--- src/common/port_pins_params.svh ---
// constants for the port pins and external bus timing block
`ifndef PORT_PINS_PARAMS_SVH
`define PORT_PINS_PARAMS_SVH

// oscillator and machine cycle timing
`define OSC_PERIOD_NS          100
`define MACHINE_CYCLE_CLOCKS   12
`define HALF_CYCLE_CLOCKS      6
`define RESET_HOLD_CYCLES      2
`define RESET_HOLD_CLOCKS      (`RESET_HOLD_CYCLES * `MACHINE_CYCLE_CLOCKS)

// phase counter limits
`define LAST_PHASE             4'hb
`define HALF_LAST              4'h5
`define PHASE_WIDTH            4

// phases within a half cycle, as computed one clock before the pins
`define ALE_LAST               4'h1
`define ADDR_LAST              4'h2
`define STROBE_FIRST           4'h3
`define FETCH_CAPTURE          4'h1

// phases within a data machine cycle
`define DATA_STROBE_LAST       4'h9
`define DATA_DRIVE_LAST        4'ha
`define DATA_CAPTURE           4'ha

// top of internal program memory
`define INTERNAL_CODE_TOP      16'h3fff

// fourth port alternate bit positions
`define P3_SERIAL_RX           0
`define P3_SERIAL_TX           1
`define P3_INT_ZERO            2
`define P3_INT_ONE             3
`define P3_TIMER0              4
`define P3_TIMER1              5
`define P3_WRITE_STROBE        6
`define P3_READ_STROBE         7

// second port timer two bit positions
`define P1_TIMER2_COUNT        0
`define P1_TIMER2_TRIGGER      1

// synchroniser width: four ports plus the access select pin
`define SYNC_BITS              33
`define SYNC_RESET             33'h1_ffff_ffff
`endif

--- src/common/port_pins_pkg.sv ---
// types for the port pins and external bus block
package port_pins_pkg;
   typedef enum logic [1:0] {
      SLOT_IDLE,
      SLOT_FETCH,
      SLOT_DATA
   } slot_t;
endpackage

--- src/common/cycle_if.sv ---
// machine cycle phase carried from the timer to the pin logic
interface cycle_if;
   logic [3:0] phase;
   logic       half_last;
   logic       second_half;

   modport timer (output phase, output half_last, output second_half);
   modport user  (input phase, input half_last, input second_half);
endinterface

--- src/logic/machine_cycle_timer.sv ---
// twelve clock machine cycle phase counter
`include "port_pins_params.svh"

module machine_cycle_timer (
   input wire logic ref_clk,
   input wire logic rst_b,
   cycle_if.timer   cyc
);
   logic [3:0] phase_reg;

   // free running count 0..11, one machine cycle per wrap
   always_ff @(posedge ref_clk or negedge rst_b) begin
      if (!rst_b) begin
         phase_reg <= 4'h0;
      end else if (phase_reg == `LAST_PHASE) begin
         phase_reg <= 4'h0;
      end else begin
         phase_reg <= phase_reg + 4'h1;
      end
   end

   // half cycle markers
   assign cyc.phase       = phase_reg;
   assign cyc.second_half = (phase_reg > `HALF_LAST);
   assign cyc.half_last   = (phase_reg == `HALF_LAST) || (phase_reg == `LAST_PHASE);
endmodule

--- src/logic/port_and_external_bus_pins.sv ---
// pin logic for four ports, address latch strobe and external bus cycles
`include "port_pins_params.svh"

module port_and_external_bus_pins (
   input  wire logic        ref_clk,
   input  wire logic        rst_b,
   input  wire logic [7:0]  port0_in,
   output logic      [7:0]  port0_out,
   output logic      [7:0]  port0_oe,
   input  wire logic [7:0]  port1_in,
   output logic      [7:0]  port1_out,
   output logic      [7:0]  port1_oe,
   input  wire logic [7:0]  port2_in,
   output logic      [7:0]  port2_out,
   output logic      [7:0]  port2_oe,
   input  wire logic [7:0]  port3_in,
   output logic      [7:0]  port3_out,
   output logic      [7:0]  port3_oe,
   input  wire logic        external_access_select,
   output logic             ale,
   output logic             program_store_strobe_b,
   input  wire logic [7:0]  port0_latch,
   input  wire logic [7:0]  port1_latch,
   input  wire logic [7:0]  high_port_output_latch,
   input  wire logic [7:0]  port3_latch,
   input  wire logic        serial_tx_bit,
   input  wire logic        fetch_req,
   input  wire logic [15:0] fetch_addr,
   output logic             fetch_accept,
   output logic             fetch_done,
   output logic      [7:0]  fetch_data,
   output logic             code_from_pins,
   input  wire logic        xdata_req,
   input  wire logic        xdata_write,
   input  wire logic        pointer_external_move,
   input  wire logic [15:0] xdata_addr,
   input  wire logic [7:0]  xdata_wdata,
   output logic             xdata_accept,
   output logic             xdata_done,
   output logic      [7:0]  xdata_rdata,
   input  wire logic        verify_mode,
   input  wire logic [7:0]  verify_code,
   output logic      [15:0] verify_addr,
   output logic      [7:0]  port1_pins,
   output logic      [7:0]  port2_pins,
   output logic      [7:0]  port3_pins,
   output logic             timer2_count_input,
   output logic             timer2_trigger_input,
   output logic             serial_rx_bit,
   output logic             external_interrupt_zero,
   output logic             external_interrupt_one,
   output logic             timer0_input,
   output logic             timer1_input
);
   cycle_if cyc ();

   machine_cycle_timer u_timer (
      .ref_clk (ref_clk),
      .rst_b   (rst_b),
      .cyc     (cyc)
   );

   logic [`SYNC_BITS-1:0] raw;
   logic [`SYNC_BITS-1:0] sync1_reg;
   logic [`SYNC_BITS-1:0] sync2_reg;
   logic [`SYNC_BITS-1:0] sync3_reg;
   logic [`SYNC_BITS-1:0] filt_reg;
   logic [`SYNC_BITS-1:0] settled;
   port_pins_pkg::slot_t  slot_reg;
   port_pins_pkg::slot_t  done_kind_reg;
   logic [15:0]           addr_reg;
   logic [7:0]            wdata_reg;
   logic                  write_reg;
   logic                  wide_reg;
   logic [3:0]            hp;
   logic                  fetch_ext;
   logic                  take_data;
   logic                  take_fetch;
   logic                  ale_next;
   logic                  code_b_next;
   logic                  wr_b_next;
   logic                  rd_b_next;
   logic [7:0]            p0_out_next;
   logic [7:0]            p0_oe_next;
   logic [7:0]            hi_drive;
   logic [23:0]           quasi_val;
   logic [23:0]           quasi_prev_reg;
   logic [23:0]           quasi_rise_reg;
   logic [23:0]           quasi_oe_next;
   // per bit reset level of the synchroniser, every pin idles high
   localparam logic [`SYNC_BITS-1:0] sync_init = `SYNC_RESET;

   // three stage synchroniser per pin; a change counts once stages two and three agree
   assign raw = {external_access_select, port3_in, port2_in, port1_in, port0_in};
   genvar i;
   generate
      for (i = 0; i < `SYNC_BITS; i = i + 1) begin : g_sync
         assign settled[i] = (sync2_reg[i] == sync3_reg[i]) ? sync3_reg[i] : filt_reg[i];
         always_ff @(posedge ref_clk or negedge rst_b) begin
            if (!rst_b) begin
               sync1_reg[i] <= sync_init[i];
               sync2_reg[i] <= sync_init[i];
               sync3_reg[i] <= sync_init[i];
               filt_reg[i]  <= sync_init[i];
            end else begin
               sync1_reg[i] <= raw[i];
               sync2_reg[i] <= sync1_reg[i];
               sync3_reg[i] <= sync2_reg[i];
               filt_reg[i]  <= settled[i];
            end
         end
      end
   endgenerate

   // phase within the current half cycle
   assign hp = cyc.second_half ? (cyc.phase - 4'(`HALF_CYCLE_CLOCKS)) : cyc.phase;

   // external fetch when select pin low or address beyond internal store
   assign fetch_ext  = !filt_reg[32] || (fetch_addr > `INTERNAL_CODE_TOP);
   assign take_data  = (cyc.phase == `LAST_PHASE) && xdata_req && !verify_mode;
   assign take_fetch = fetch_req && fetch_ext && !verify_mode;

   // bus slot chosen at the end of each half; a data access owns a whole cycle
   always_ff @(posedge ref_clk or negedge rst_b) begin
      if (!rst_b) begin
         slot_reg  <= port_pins_pkg::SLOT_IDLE;
         addr_reg  <= 16'h0000;
         wdata_reg <= 8'h00;
         write_reg <= 1'b0;
         wide_reg  <= 1'b0;
      end else if (cyc.half_last) begin
         if (take_data) begin
            slot_reg  <= port_pins_pkg::SLOT_DATA;
            addr_reg  <= xdata_addr;
            wdata_reg <= xdata_wdata;
            write_reg <= xdata_write;
            wide_reg  <= pointer_external_move;
         end else if (slot_reg == port_pins_pkg::SLOT_DATA && !cyc.second_half) begin
            slot_reg <= port_pins_pkg::SLOT_DATA;
         end else if (take_fetch) begin
            slot_reg <= port_pins_pkg::SLOT_FETCH;
            addr_reg <= fetch_addr;
         end else begin
            slot_reg <= port_pins_pkg::SLOT_IDLE;
         end
      end
   end

   // acceptance pulses and capture of returned bytes
   always_ff @(posedge ref_clk or negedge rst_b) begin
      if (!rst_b) begin
         fetch_accept  <= 1'b0;
         xdata_accept  <= 1'b0;
         done_kind_reg <= port_pins_pkg::SLOT_IDLE;
      end else begin
         fetch_accept <= cyc.half_last && !take_data && take_fetch
                         && !(slot_reg == port_pins_pkg::SLOT_DATA && !cyc.second_half);
         xdata_accept <= cyc.half_last && take_data;
         if (cyc.half_last) begin
            done_kind_reg <= slot_reg;
         end
      end
   end

   always_ff @(posedge ref_clk or negedge rst_b) begin
      if (!rst_b) begin
         fetch_done  <= 1'b0;
         fetch_data  <= 8'h00;
         xdata_done  <= 1'b0;
         xdata_rdata <= 8'h00;
      end else begin
         fetch_done <= (done_kind_reg == port_pins_pkg::SLOT_FETCH) && (hp == `FETCH_CAPTURE);
         if ((done_kind_reg == port_pins_pkg::SLOT_FETCH) && (hp == `FETCH_CAPTURE)) begin
            fetch_data <= settled[7:0];
         end
         xdata_done <= (slot_reg == port_pins_pkg::SLOT_DATA) && (cyc.phase == `DATA_CAPTURE);
         if ((slot_reg == port_pins_pkg::SLOT_DATA) && (cyc.phase == `DATA_CAPTURE)
             && !write_reg) begin
            xdata_rdata <= settled[7:0];
         end
      end
   end

   // strobes: address latch every half except the second half of a data access
   always_comb begin
      ale_next    = (hp <= `ALE_LAST)
                    && !(slot_reg == port_pins_pkg::SLOT_DATA && cyc.second_half);
      code_b_next = !(slot_reg == port_pins_pkg::SLOT_FETCH && hp >= `STROBE_FIRST);
      wr_b_next   = !(slot_reg == port_pins_pkg::SLOT_DATA && write_reg
                      && cyc.phase >= `STROBE_FIRST && cyc.phase <= `DATA_STROBE_LAST);
      rd_b_next   = !(slot_reg == port_pins_pkg::SLOT_DATA && !write_reg
                      && cyc.phase >= `STROBE_FIRST && cyc.phase <= `DATA_STROBE_LAST);
   end

   // first port: verify code, bus address and data, or open drain latch
   always_comb begin
      if (verify_mode) begin
         p0_out_next = verify_code;
         p0_oe_next  = ~verify_code;
      end else if (slot_reg != port_pins_pkg::SLOT_IDLE && hp <= `ADDR_LAST
                   && !(slot_reg == port_pins_pkg::SLOT_DATA && cyc.second_half)) begin
         p0_out_next = addr_reg[7:0];
         p0_oe_next  = 8'hff;
      end else if (slot_reg == port_pins_pkg::SLOT_DATA && write_reg
                   && cyc.phase >= `STROBE_FIRST && cyc.phase <= `DATA_DRIVE_LAST) begin
         p0_out_next = wdata_reg;
         p0_oe_next  = 8'hff;
      end else if (slot_reg != port_pins_pkg::SLOT_IDLE) begin
         p0_out_next = 8'hff; // float to read the bus
         p0_oe_next  = 8'h00;
      end else begin
         p0_out_next = port0_latch;
         p0_oe_next  = ~port0_latch;
      end
   end

   // third port drives high address when the slot calls for it
   assign hi_drive = (slot_reg == port_pins_pkg::SLOT_FETCH
                      || (slot_reg == port_pins_pkg::SLOT_DATA && wide_reg))
                     ? 8'hff : 8'h00;

   // quasi bidirectional values; fourth port alternate outputs gate the latch
   assign quasi_val = {port3_latch & {rd_b_next, wr_b_next, 4'hf, serial_tx_bit, 1'b1},
                       high_port_output_latch, port1_latch};

   // drive low, or drive high hard for two clocks after a rise, else pullup only
   assign quasi_oe_next = ~quasi_val | (quasi_val & ~quasi_prev_reg) | quasi_rise_reg;

   always_ff @(posedge ref_clk or negedge rst_b) begin
      if (!rst_b) begin
         quasi_prev_reg <= 24'hff_ffff;
         quasi_rise_reg <= 24'h00_0000;
      end else begin
         quasi_prev_reg <= quasi_val;
         quasi_rise_reg <= quasi_val & ~quasi_prev_reg;
      end
   end

   // registered pin drive; reset releases every port high at once
   always_ff @(posedge ref_clk or negedge rst_b) begin
      if (!rst_b) begin
         port0_out              <= 8'hff;
         port0_oe               <= 8'h00;
         port1_out              <= 8'hff;
         port1_oe               <= 8'h00;
         port2_out              <= 8'hff;
         port2_oe               <= 8'h00;
         port3_out              <= 8'hff;
         port3_oe               <= 8'h00;
         ale                    <= 1'b0;
         program_store_strobe_b <= 1'b1;
      end else begin
         port0_out              <= p0_out_next;
         port0_oe               <= p0_oe_next;
         port1_out              <= quasi_val[7:0];
         port1_oe               <= verify_mode ? 8'h00 : quasi_oe_next[7:0];
         port2_out              <= (hi_drive & addr_reg[15:8])
                                   | (~hi_drive & quasi_val[15:8]);
         port2_oe               <= verify_mode ? 8'h00
                                   : (hi_drive | quasi_oe_next[15:8]);
         port3_out              <= quasi_val[23:16];
         port3_oe               <= quasi_oe_next[23:16];
         ale                    <= ale_next;
         program_store_strobe_b <= code_b_next;
      end
   end

   // settled pin values for the core and the alternate functions
   always_ff @(posedge ref_clk or negedge rst_b) begin
      if (!rst_b) begin
         code_from_pins <= 1'b1;
         verify_addr    <= 16'hffff;
      end else begin
         code_from_pins <= fetch_ext;
         verify_addr    <= {filt_reg[23:16], filt_reg[15:8]};
      end
   end

   assign port1_pins              = filt_reg[15:8];
   assign port2_pins              = filt_reg[23:16];
   assign port3_pins              = filt_reg[31:24];
   assign timer2_count_input      = filt_reg[8 + `P1_TIMER2_COUNT];
   assign timer2_trigger_input    = filt_reg[8 + `P1_TIMER2_TRIGGER];
   assign serial_rx_bit           = filt_reg[24 + `P3_SERIAL_RX];
   assign external_interrupt_zero = filt_reg[24 + `P3_INT_ZERO];
   assign external_interrupt_one  = filt_reg[24 + `P3_INT_ONE];
   assign timer0_input            = filt_reg[24 + `P3_TIMER0];
   assign timer1_input            = filt_reg[24 + `P3_TIMER1];
endmodule

--- config.mk ---
export PLATFORM = sky130hd
export DESIGN_NAME = port_and_external_bus_pins
export DESIGN_NICKNAME = d
export VERILOG_FILES = /design/src/common/port_pins_pkg.sv /design/src/common/cycle_if.sv /design/src/logic/machine_cycle_timer.sv /design/src/logic/port_and_external_bus_pins.sv
export VERILOG_INCLUDE_DIRS = /design/src /design/src/common
export SDC_FILE = /design/constraint.sdc
export NUM_CORES = 1
export LEC_CHECK = 0
export ABC_CLOCK_PERIOD_IN_PS = 7900
export BUFFER_PORTS_ARGS = -buffer_cell sky130_fd_sc_hd__buf_2
export CAP_MARGIN = 20
export CORE_MARGIN = 10
export CORE_UTILIZATION = 45
export CTS_CLUSTER_SIZE = 20
export DETAILED_ROUTE_END_ITERATION = 16
export PLACE_DENSITY = 0.7
export SYNTH_ARGS = -nofsm -noshare
export SYNTH_HDL_FRONTEND = slang
export SYNTH_HIERARCHICAL = 1
export SYNTH_SLANG_ARGS = --single-unit
--- constraint.sdc ---
create_clock -name ref_clk -period 7.9 [get_ports ref_clk]
set_input_delay 0 -clock ref_clk [delete_from_list [all_inputs] [get_ports ref_clk]]
set_output_delay 0 -clock ref_clk [all_outputs]
set_load 0.05 [all_outputs]
==> flow_summary.json, run 1 <==
{
  "powerDensity_nw_per_um2": 268.0,
  "cts_root_buffer": "clkbuf_16",
  "ioPinCount": 255,
  "wl_met2_um": 11880,
  "viasPerCell": 4.701,
  "die_x_um": 172.4,
  "syn_inst": 651,
  "wirelength_um": 23860,
  "ys_warn_count": 6,
  "slew_headroom_pct": 31.29,
  "max_freq_ghz": 0.2651,
  "cts-buffers-inserted": 30,
  "min_period_over_period_pct": 47.74,
  "post_cts_buffers": 0,
  "ant_nets": 0,
  "fp.dieH_um": 172.4,
  "synth_top_cells_by_area": "dfstp_2, dfrtp_1, mux2_2, maj3_1, buf_4",
  "netlist.area_leader.share_pct": 47.74,
  "vias": 6360,
  "final_cell_mix": "buf_2, dfstp_2, dlygate4sd3_1",
  "area_growth_pct": 35.35,
  "ys_seq_area_share_pct": 74.31,
  "setup_tns_ns": 0,
  "dieArea_um2": 29730,
  "cap_violations": 0,
  "mostFrequentLayoutCell": "buf_2",
  "reg2reg_depth": 8,
  "cp.arrival_ns": 4.23,
  "synthArstFlopShare_pct": 100.0,
  "postSynthAreaPerCell_um2": 16.06,
  "drive_above_1_share_pct": 54.91,
  "fillCellCount": 1641,
  "p_total_mw": 3.792,
  "worstMarginPinSlew_ns": 1.022,
  "wl_per_cell_um": 17.64,
  "grt_pass1_vias": 7018,
  "clkTransAtPathRegs_ns": 0.06,
  "crit_type": "register to register",
  "synth_fp_nets": 777,
  "leakage_nw": 6.289,
  "finalCriticalPeriod_ns": 3.772,
  "worstPathMaxFanout": 13,
  "dr.pass1.iters": 4,
  "cts_resized": 0,
  "wl_met3_um": 2101,
  "end_kind": "register",
  "grt_pass1_wl_um": 37380,
  "hold_class": "primary input to register",
  "htree_levels": 1,
  "rows": 55,
  "rsz0062_at_grt": "no",
  "wl_met1_um": 9417,
  "status": "complete, no violations",
  "ir_drop_uv": 166.2,
  "whs_path_depth": 2,
  "initialDrtViolationCount": 330,
  "grt_usage_pct": 15.77,
  "core-area_um2": 22780,
  "startpoint_type": "register",
  "grt_antenna_before_repair": 1,
  "place_congestion": 0.8107,
  "synth-seq-cells": 301,
  "top_layer_used": "met4",
  "finalHoldViolations": 0,
  "cp.required_ns": 8.36,
  "yosysTopAreaCell": "dfstp_2",
  "io_buffers": 254,
  "syn-cell-area_um2": 10460,
  "clock_latency_ns": 0.54,
  "grt_overflow": 0,
  "synthFlopType": "dfstp_2",
  "setup_viol": 0,
  "final_nets": 1140,
  "start_util_pct": 45.90,
  "hold_ws_ns": 0.1035,
  "tritoncts": "done",
  "synth_edf_count": 0,
  "drc": 0,
  "cts_num_sinks": 301,
  "slew_viol_final": 0,
  "dp_hpwl_um": 15270,
  "clock_path_buffers": 3,
  "skew_ns": 0.009265,
  "synthDistinctLibCells": 44,
  "grt_max_degree": 145
}
-- worst paths after layout --
| path | from | to | slack [ns] |
|---|---|---|---|
| setup / recovery | u_timer/cyc.phase[1]$_DFF_PN0_ | port0_oe[3]$_DFF_PN0_ | 4.13 |
| hold / removal | verify_mode | port2_oe[5]$_DFF_PN0_ | 0.10 |
| max in group asynchronous | rst_b | quasi_rise_reg[0]$_DFF_PN0_ | 6.13 |
| min in group asynchronous | rst_b | fetch_data[6]$_DFFE_PN0P_ | 0.22 |
| setup reg to reg | u_timer/cyc.phase[1]$_DFF_PN0_ | port0_oe[3]$_DFF_PN0_ | 4.13 |
| hold reg to reg | sync1_reg[0]$_DFF_PN1_ | sync2_reg[0]$_DFF_PN1_ | 0.35 |
-- cell usage after synthesis (9+ instances only) --
cell        n
dfstp_2   190
dfrtp_1   111
mux2_2     59
buf_4      40
maj3_1     33
nor2_1     25
nor2b_1    24
inv_1      19
nand2_1    17
nand3b_1   16
a21oi_1    12
a31oi_1     9
a32o_1      9
or3_1       9
-- where the power goes --
| group | internal, mW | switching [mW] | leakage (nW) |
|---|---|---|---|
| logic | 0.174 | 0.347 | 2.40 |
| clock network | 0.936 | 0.569 | 0.531 |
| registers | 1.71 | 0.0556 | 3.36 |
| total | 2.82 | 0.972 | 6.29 |
-- area by class of cell --
cell class	instances	area (um2)	area share, %
Tap cell	313	391.6	2.767
Multi-Input combinational cell	277	2248	15.89
Sequential cell	301	7770	54.90
Inverter	19	71.32	0.5039
Timing Repair Buffer	385	2582	18.25
Clock buffer	47	927.1	6.551
Clock inverter	9	156.4	1.105
Antenna cell	2	5.005	0.03536
-- timing repair --
action | CTS | global route
endpoints found under the hold margin | 179 | 0
endpoints found under the setup margin | 0 | 0
hold buffers | 127 | 0
-- metal layers --
metal  vias up  track usage, %
li1       2916               -
met2       236           26.60
met5         -               0
met3        35           4.514
met4         0           4.648
met1      3173           19.26
-- worst max-delay path: stages (launching register included) --
cell and delay, ns:
dfrtp_1 0.57, inv_1 0.12, ha_1 0.22, o31ai_1 0.86
nand4b_1 0.22, a32o_1 0.43, or2_2 0.41, a32oi_1 0.24
dlygate4sd3_1 0.62
-- cells by family (layout without fill, tap and decap cells) --
logic type / after synthesis / after routing / share of synthesized area (%)
AO/OA/AOI/OAI: 50 / 50 / 3.434
XOR/XNOR: 1 / 1 / 0.08378
adder cells (fa/ha/maj): 38 / 38 / 3.757
multiplexers: 67 / 67 / 7.503
AND/OR/NAND/NOR: 121 / 121 / 6.725
other: 0 / 2 / 0
flip-flops: 301 / 301 / 74.31
buffers and inverters: 73 / 460 / 4.188
-- per-stage QoR --
stage          cell area [um2]  setup slack, ns  util [%]  instances
2_1_floorplan            10460            5.213         -        651
3_3_place_gp             11790            4.627     51.77       1168
3_5_place_dp             11790            4.504     51.77       1168
4_1_cts                  14150            4.263     62.11       1351
5_1_grt                  14150            3.925     62.12       1352
6_report                 14150            4.128     62.13       1353
No activity file was read; power rests on OpenSTA's default activity.
==> run 2, diff against run 1 <==
ABC_CLOCK_PERIOD_IN_PS = 3500   (was 7900)
clock period = 3.5 ns   (was 7.9 ns; I/O delays follow)
==> flow_summary.json, run 2 (synthesis gave the netlist of run 1 again) <==
{
  "cap_violations": 0,
  "clock_latency_ns": 0.54,
  "cts_root_buffer": "clkbuf_16",
  "clkPwrFrac_pct": 37.8,
  "clock_path_buffers": 3,
  "rrSetupSlack_ns": 0.30,
  "max_freq_ghz": 0.3122,
  "initialDrtViolationCount": 285,
  "utilization_pct": 62.18,
  "endpoint": "port0_oe[0]$_DFF_PN0_",
  "wl_per_cell_um": 17.88,
  "grt_overflow": 0,
  "ioPinCount": 255,
  "reg2reg_depth": 9,
  "setup_tns_ns": 0,
  "ir_drop_uv": 411.3,
  "hold_class": "primary input to register",
  "skew_ns": 0.01378,
  "tritoncts": "done",
  "drive_above_1_share_pct": 55.63,
  "area_growth_pct": 35.44,
  "ant_nets": 0,
  "cp.required_ns": 3.98,
  "dp_hpwl_um": 15860,
  "rsz0062_at_grt": "no",
  "dieArea_um2": 29730,
  "leakage_nw": 6.315,
  "viasPerCell": 4.698,
  "core-area_um2": 22780,
  "finalHoldViolations": 0,
  "power_switching_mw": 2.189,
  "dr.pass1.iters": 4,
  "cts-buffers-inserted": 30,
  "fp.dieH_um": 172.4,
  "dp.cells": 1176,
  "clkTransAtPathRegs_ns": 0.06,
  "cts_num_sinks": 301,
  "p_total_mw": 8.320,
  "startpoint_type": "register",
  "die_x_um": 172.4,
  "place_congestion": 0.8113,
  "grt_pass1_vias": 7024,
  "io_buffers": 254,
  "worstMarginPinSlew_ns": 1.027,
  "crit_type": "register to register",
  "slew_headroom_pct": 31.12,
  "post_cts_buffers": 0,
  "cp.arrival_ns": 3.68,
  "worstPathMaxFanout": 13,
  "end_kind": "register",
  "ctsHoldBuffers": 129,
  "wirelength_um": 24350,
  "r2r_end": "port0_oe[0]$_DFF_PN0_",
  "final_nets": 1150,
  "start_util_pct": 45.90,
  "worstSetupStartpoint": "u_timer/cyc.phase[1]$_DFF_PN0_",
  "setup_viol": 0,
  "htree_levels": 1,
  "slew_viol_final": 0,
  "r2r_start": "u_timer/cyc.phase[1]$_DFF_PN0_",
  "final_cell_mix": "buf_2, dfstp_2, dlygate4sd3_1",
  "mostFrequentLayoutCell": "buf_2",
  "vias": 6399,
  "pwr-share-comb_pct": 14.2,
  "drc": 0,
  "hold_ws_ns": 0.1043,
  "status": "complete, no violations",
  "cts_resized": 0,
  "final_cells": 1362,
  "min_period_over_period_pct": 91.52,
  "grt_max_degree": 110,
  "p_int_mw": 6.131,
  "grt_usage_pct": 16.12,
  "seqPwrFrac_pct": 47.9,
  "powerDensity_nw_per_um2": 587.5,
  "rows": 55,
  "grt_pass1_wl_um": 38030,
  "grt_antenna_before_repair": 3,
  "finalCriticalPeriod_ns": 3.203,
  "switching_share_pct": 26.31
}
-- run 2: cell types whose count changed in the layout (fill, tap and decap cells not counted), moves of 2 or more --
cell / before / now
clkinv_2: 2 / 11
buf_4: 4 / 11
clkbuf_1: 8 / 3
bufinv_16: 4 / 1
clkbuf_8: 7 / 9
clkinv_4: 2 / 0
dlygate4sd3_1: 127 / 129
-- run 2: worst min-delay path by stage --
| stage | slack [ns] | cells past startpoint | to | startpoint |
|---|---|---|---|---|
| after global routing | 0.08 | 2 | sync1_reg[4]$_DFF_PN1_ | port0_in[4] |
| after global placement | 0.11 | 1 | sync1_reg[5]$_DFF_PN1_ | port0_in[5] |
| after detailed placement | 0.11 | 1 | sync1_reg[15]$_DFF_PN1_ | port1_in[7] |
| after CTS | 0.08 | 2 | sync1_reg[5]$_DFF_PN1_ | port0_in[5] |
| final | 0.10 | 2 | sync1_reg[10]$_DFF_PN1_ | port1_in[2] |
| after floorplan | -0.30 | 0 | addr_reg[0]$_DFFE_PN0P_ | rst_b |
-- run 2: power by group through the flow --
stage                     Sequential (mW)  Clock (mW)  Combinational (mW)
final                                3.99        3.15                1.19
after CTS                            3.99        3.24                1.19
after global routing                 4.02        3.39                1.25
after floorplan                      4.37           0               0.409
after detailed placement             4.04           0                1.07
after global placement               4.03           0                1.06
-- run 2: worst max-delay path, cell delays in order, from the launching register on --
cell and delay, ns:
dfrtp_1 0.58, inv_1 0.12, ha_1 0.22, o31ai_1 0.25
buf_4 0.21, nand4b_1 0.12, a32o_1 0.42, or2_2 0.42
a32oi_1 0.22, dlygate4sd3_1 0.58
-- run 2: routing by layer --
| metal | global-route usage (%) | vias up | wire [um] |
|---|---|---|---|
| met1 | 19.20 | 3197 | 9541 |
| met2 | 27.68 | 215 | 12040 |
| met3 | 5.039 | 45 | 2179 |
| met4 | 4.198 | 2 | 578 |
| met5 | 0 | - | 13 |
| li1 | - | 2940 | - |
-- run 2: final cells by class --
class | count | area, um2
fill | 1650 | 8616
sequential | 301 | 7770
timing repair buffer | 395 | 2675
multi-input combinational | 277 | 2248
clock buffer | 43 | 910.9
tap | 313 | 391.6
clock inverter | 13 | 92.59
inverter | 19 | 71.32
antenna | 1 | 2.502
-- run 2: per-stage QoR --
stage | cell area (um2) | setup slack (ns)
after floorplan | 10460 | 0.8127
final | 14160 | 0.2967
after global routing | 14160 | 0.06921
after detailed placement | 11870 | 0.7010
after CTS | 14160 | 0.3946
after global placement | 11870 | 0.7934
==> run 3, diff against run 2 <==
CTS_BUF_LIST = sky130_fd_sc_hd__clkbuf_4 sky130_fd_sc_hd__clkbuf_8   (was not set)
==> flow_summary.json, run 3 (synthesis gave the netlist of run 1 again) <==
{
  "rsz0062_at_grt": "no",
  "io_buffers": 254,
  "slew_headroom_pct": 32.06,
  "hold_class": "primary input to register",
  "status": "complete, no violations",
  "seqPwrFrac_pct": 48.4,
  "switching_share_pct": 26.42,
  "start_util_pct": 45.90,
  "crit_type": "register to register",
  "setup_viol": 0,
  "fillCellCount": 1662,
  "mostFrequentLayoutCell": "buf_2",
  "cp.arrival_ns": 3.61,
  "powerDensity_nw_per_um2": 581.0,
  "cp.required_ns": 3.96,
  "finalHoldViolations": 0,
  "slew_viol_final": 0,
  "place_area_um2": 11870,
  "cts_root_buffer": "clkbuf_8",
  "rrSetupSlack_ns": 0.35,
  "r2r_end": "port0_oe[6]$_DFF_PN0_",
  "crit_chain": "inv_1 -> ha_1 -> o31ai_1 -> buf_4 -> nand4b_1 -> a32o_1 -> or2_2 -> a32oi_1 -> dlygate4sd3_1",
  "drc": 0,
  "place_congestion": 0.8113,
  "place_ws_ns": 0.7010,
  "clock_latency_ns": 0.52,
  "final_cells": 1392,
  "final_nets": 1167,
  "startpoint_type": "register",
  "setup_tns_ns": 0,
  "leakage_nw": 6.359,
  "ioPinCount": 255,
  "dieArea_um2": 29730,
  "grt_usage_pct": 16.51,
  "rows": 55,
  "viasPerCell": 4.677,
  "grt_overflow": 0,
  "wirelength_um": 24650,
  "htree_levels": 2,
  "skew_ns": 0.01080,
  "cts_num_sinks": 301,
  "p_int_mw": 6.060,
  "clock_path_buffers": 3,
  "fp.dieH_um": 172.4,
  "min_period_over_period_pct": 89.90,
  "hold_start": "port1_in[6]",
  "clkTransAtPathRegs_ns": 0.06,
  "worstPathMaxFanout": 13,
  "min_to": "sync1_reg[14]$_DFF_PN1_",
  "worstMarginPinSlew_ns": 1.013,
  "crit_path_max_incr_delay_ns": 0.57,
  "ant_nets": 0,
  "core-area_um2": 22780,
  "drive_above_1_share_pct": 57.14,
  "final_cell_mix": "buf_2, dfstp_2, dlygate4sd3_1",
  "clkPwrFrac_pct": 37.2,
  "finalCriticalPeriod_ns": 3.147,
  "pwr-share-comb_pct": 14.4,
  "dr.pass1.iters": 6,
  "power_switching_mw": 2.177,
  "dp_hpwl_um": 15860,
  "grt_pass1_wl_um": 38700,
  "whs_path_depth": 2,
  "critPathSlowestCell": "dfrtp_1",
  "setup_slack_ns": 0.3533,
  "vias": 6511,
  "cts-buffers-inserted": 47,
  "grt_antenna_before_repair": 2,
  "dp.cells": 1176,
  "tritoncts": "done",
  "r2r_start": "u_timer/cyc.phase[1]$_DFF_PN0_",
  "cts_resized": 0,
  "ir_drop_uv": 345.6,
  "cap_violations": 0,
  "area_growth_pct": 35.59,
  "reg2reg_depth": 9,
  "max_freq_ghz": 0.3178,
  "wl_per_cell_um": 17.71,
  "end_kind": "register",
  "hold_ws_ns": 0.1160,
  "die_x_um": 172.4,
  "grt_max_degree": 110,
  "finalInstanceArea_um2": 14180,
  "grt_pass1_vias": 7264,
  "initialDrtViolationCount": 293
}
[run 3: cell types whose count changed in the layout (fill, tap and decap cells not counted), sizes merged]
cell      before  now
clkinv        11    5
clkbuf        43   80
clkinvlp       1    0
[run 3: how the worst max path moves through the flow]
stage / slack (ns) / endpoint / cells past startpoint / start
final: 0.35 / port0_oe[6]$_DFF_PN0_ / 9 / u_timer/cyc.phase[1]$_DFF_PN0_
after global routing: 0.09 / port0_oe[6]$_DFF_PN0_ / 9 / u_timer/cyc.phase[1]$_DFF_PN0_
after CTS: 0.38 / port0_oe[1]$_DFF_PN0_ / 9 / u_timer/cyc.phase[1]$_DFF_PN0_
after detailed placement: 0.70 / addr_reg[1]$_DFFE_PN0P_ / 8 / u_timer/cyc.phase[1]$_DFF_PN0_
after global placement: 0.79 / addr_reg[13]$_DFFE_PN0P_ / 8 / u_timer/cyc.phase[1]$_DFF_PN0_
after floorplan: 0.81 / addr_reg[10]$_DFFE_PN0P_ / 9 / u_timer/cyc.phase[0]$_DFF_PN0_
[run 3: metrics by stage]
stage	utilization [%]	total power, mW
4_1_cts	62.23	8.341
3_5_place_dp	52.09	5.109
5_1_grt	62.23	8.615
2_1_floorplan	-	4.782
3_3_place_gp	52.09	5.088
6_report	62.24	8.237
[run 3: worst max-delay path, delay by kind of cell (launching register included)]
family / cells / cell delay (ns)
buf+inv: 3 / 0.89
compound gates: 3 / 0.86
simple gates: 2 / 0.54
fa+ha+maj: 1 / 0.21
flops: 1 / 0.57
[run 3: metal layers]
metal  vias up  track usage, %  wire (um)
li1       2980               -          -
met1      3251           19.50       9649
met2       242           27.92      12210
met3        36           5.609       2299
met4         2           4.985        478
met5         -               0         11
[run 3: cell type report]
cell class | instances | area [um2] | share of cell area (%)
Antenna cell | 1 | 2.502 | 0.01765
Timing Repair Buffer | 395 | 2675 | 18.87
Clock inverter | 6 | 55.05 | 0.3883
Sequential cell | 301 | 7770 | 54.81
Multi-Input combinational cell | 277 | 2248 | 15.86
Clock buffer | 80 | 963.4 | 6.796
Inverter | 19 | 71.32 | 0.5030
Tap cell | 313 | 391.6 | 2.762
[run 3: timing repair]
item | 4_1_cts | 5_1_grt
buffers inserted | 0 | 0
hold buffers | 129 | 0
endpoints found under the hold margin | 254 | 0
[run 3: power by group through the flow]
stage               combinational (mW)  clock [mW]  sequential (mW)
global placement                  1.06           0             4.03
floorplan                        0.409           0             4.37
detailed placement                1.07           0             4.04
global route                      1.26        3.34             4.02
CTS                               1.19        3.16             3.99
finish                            1.19        3.06             3.99
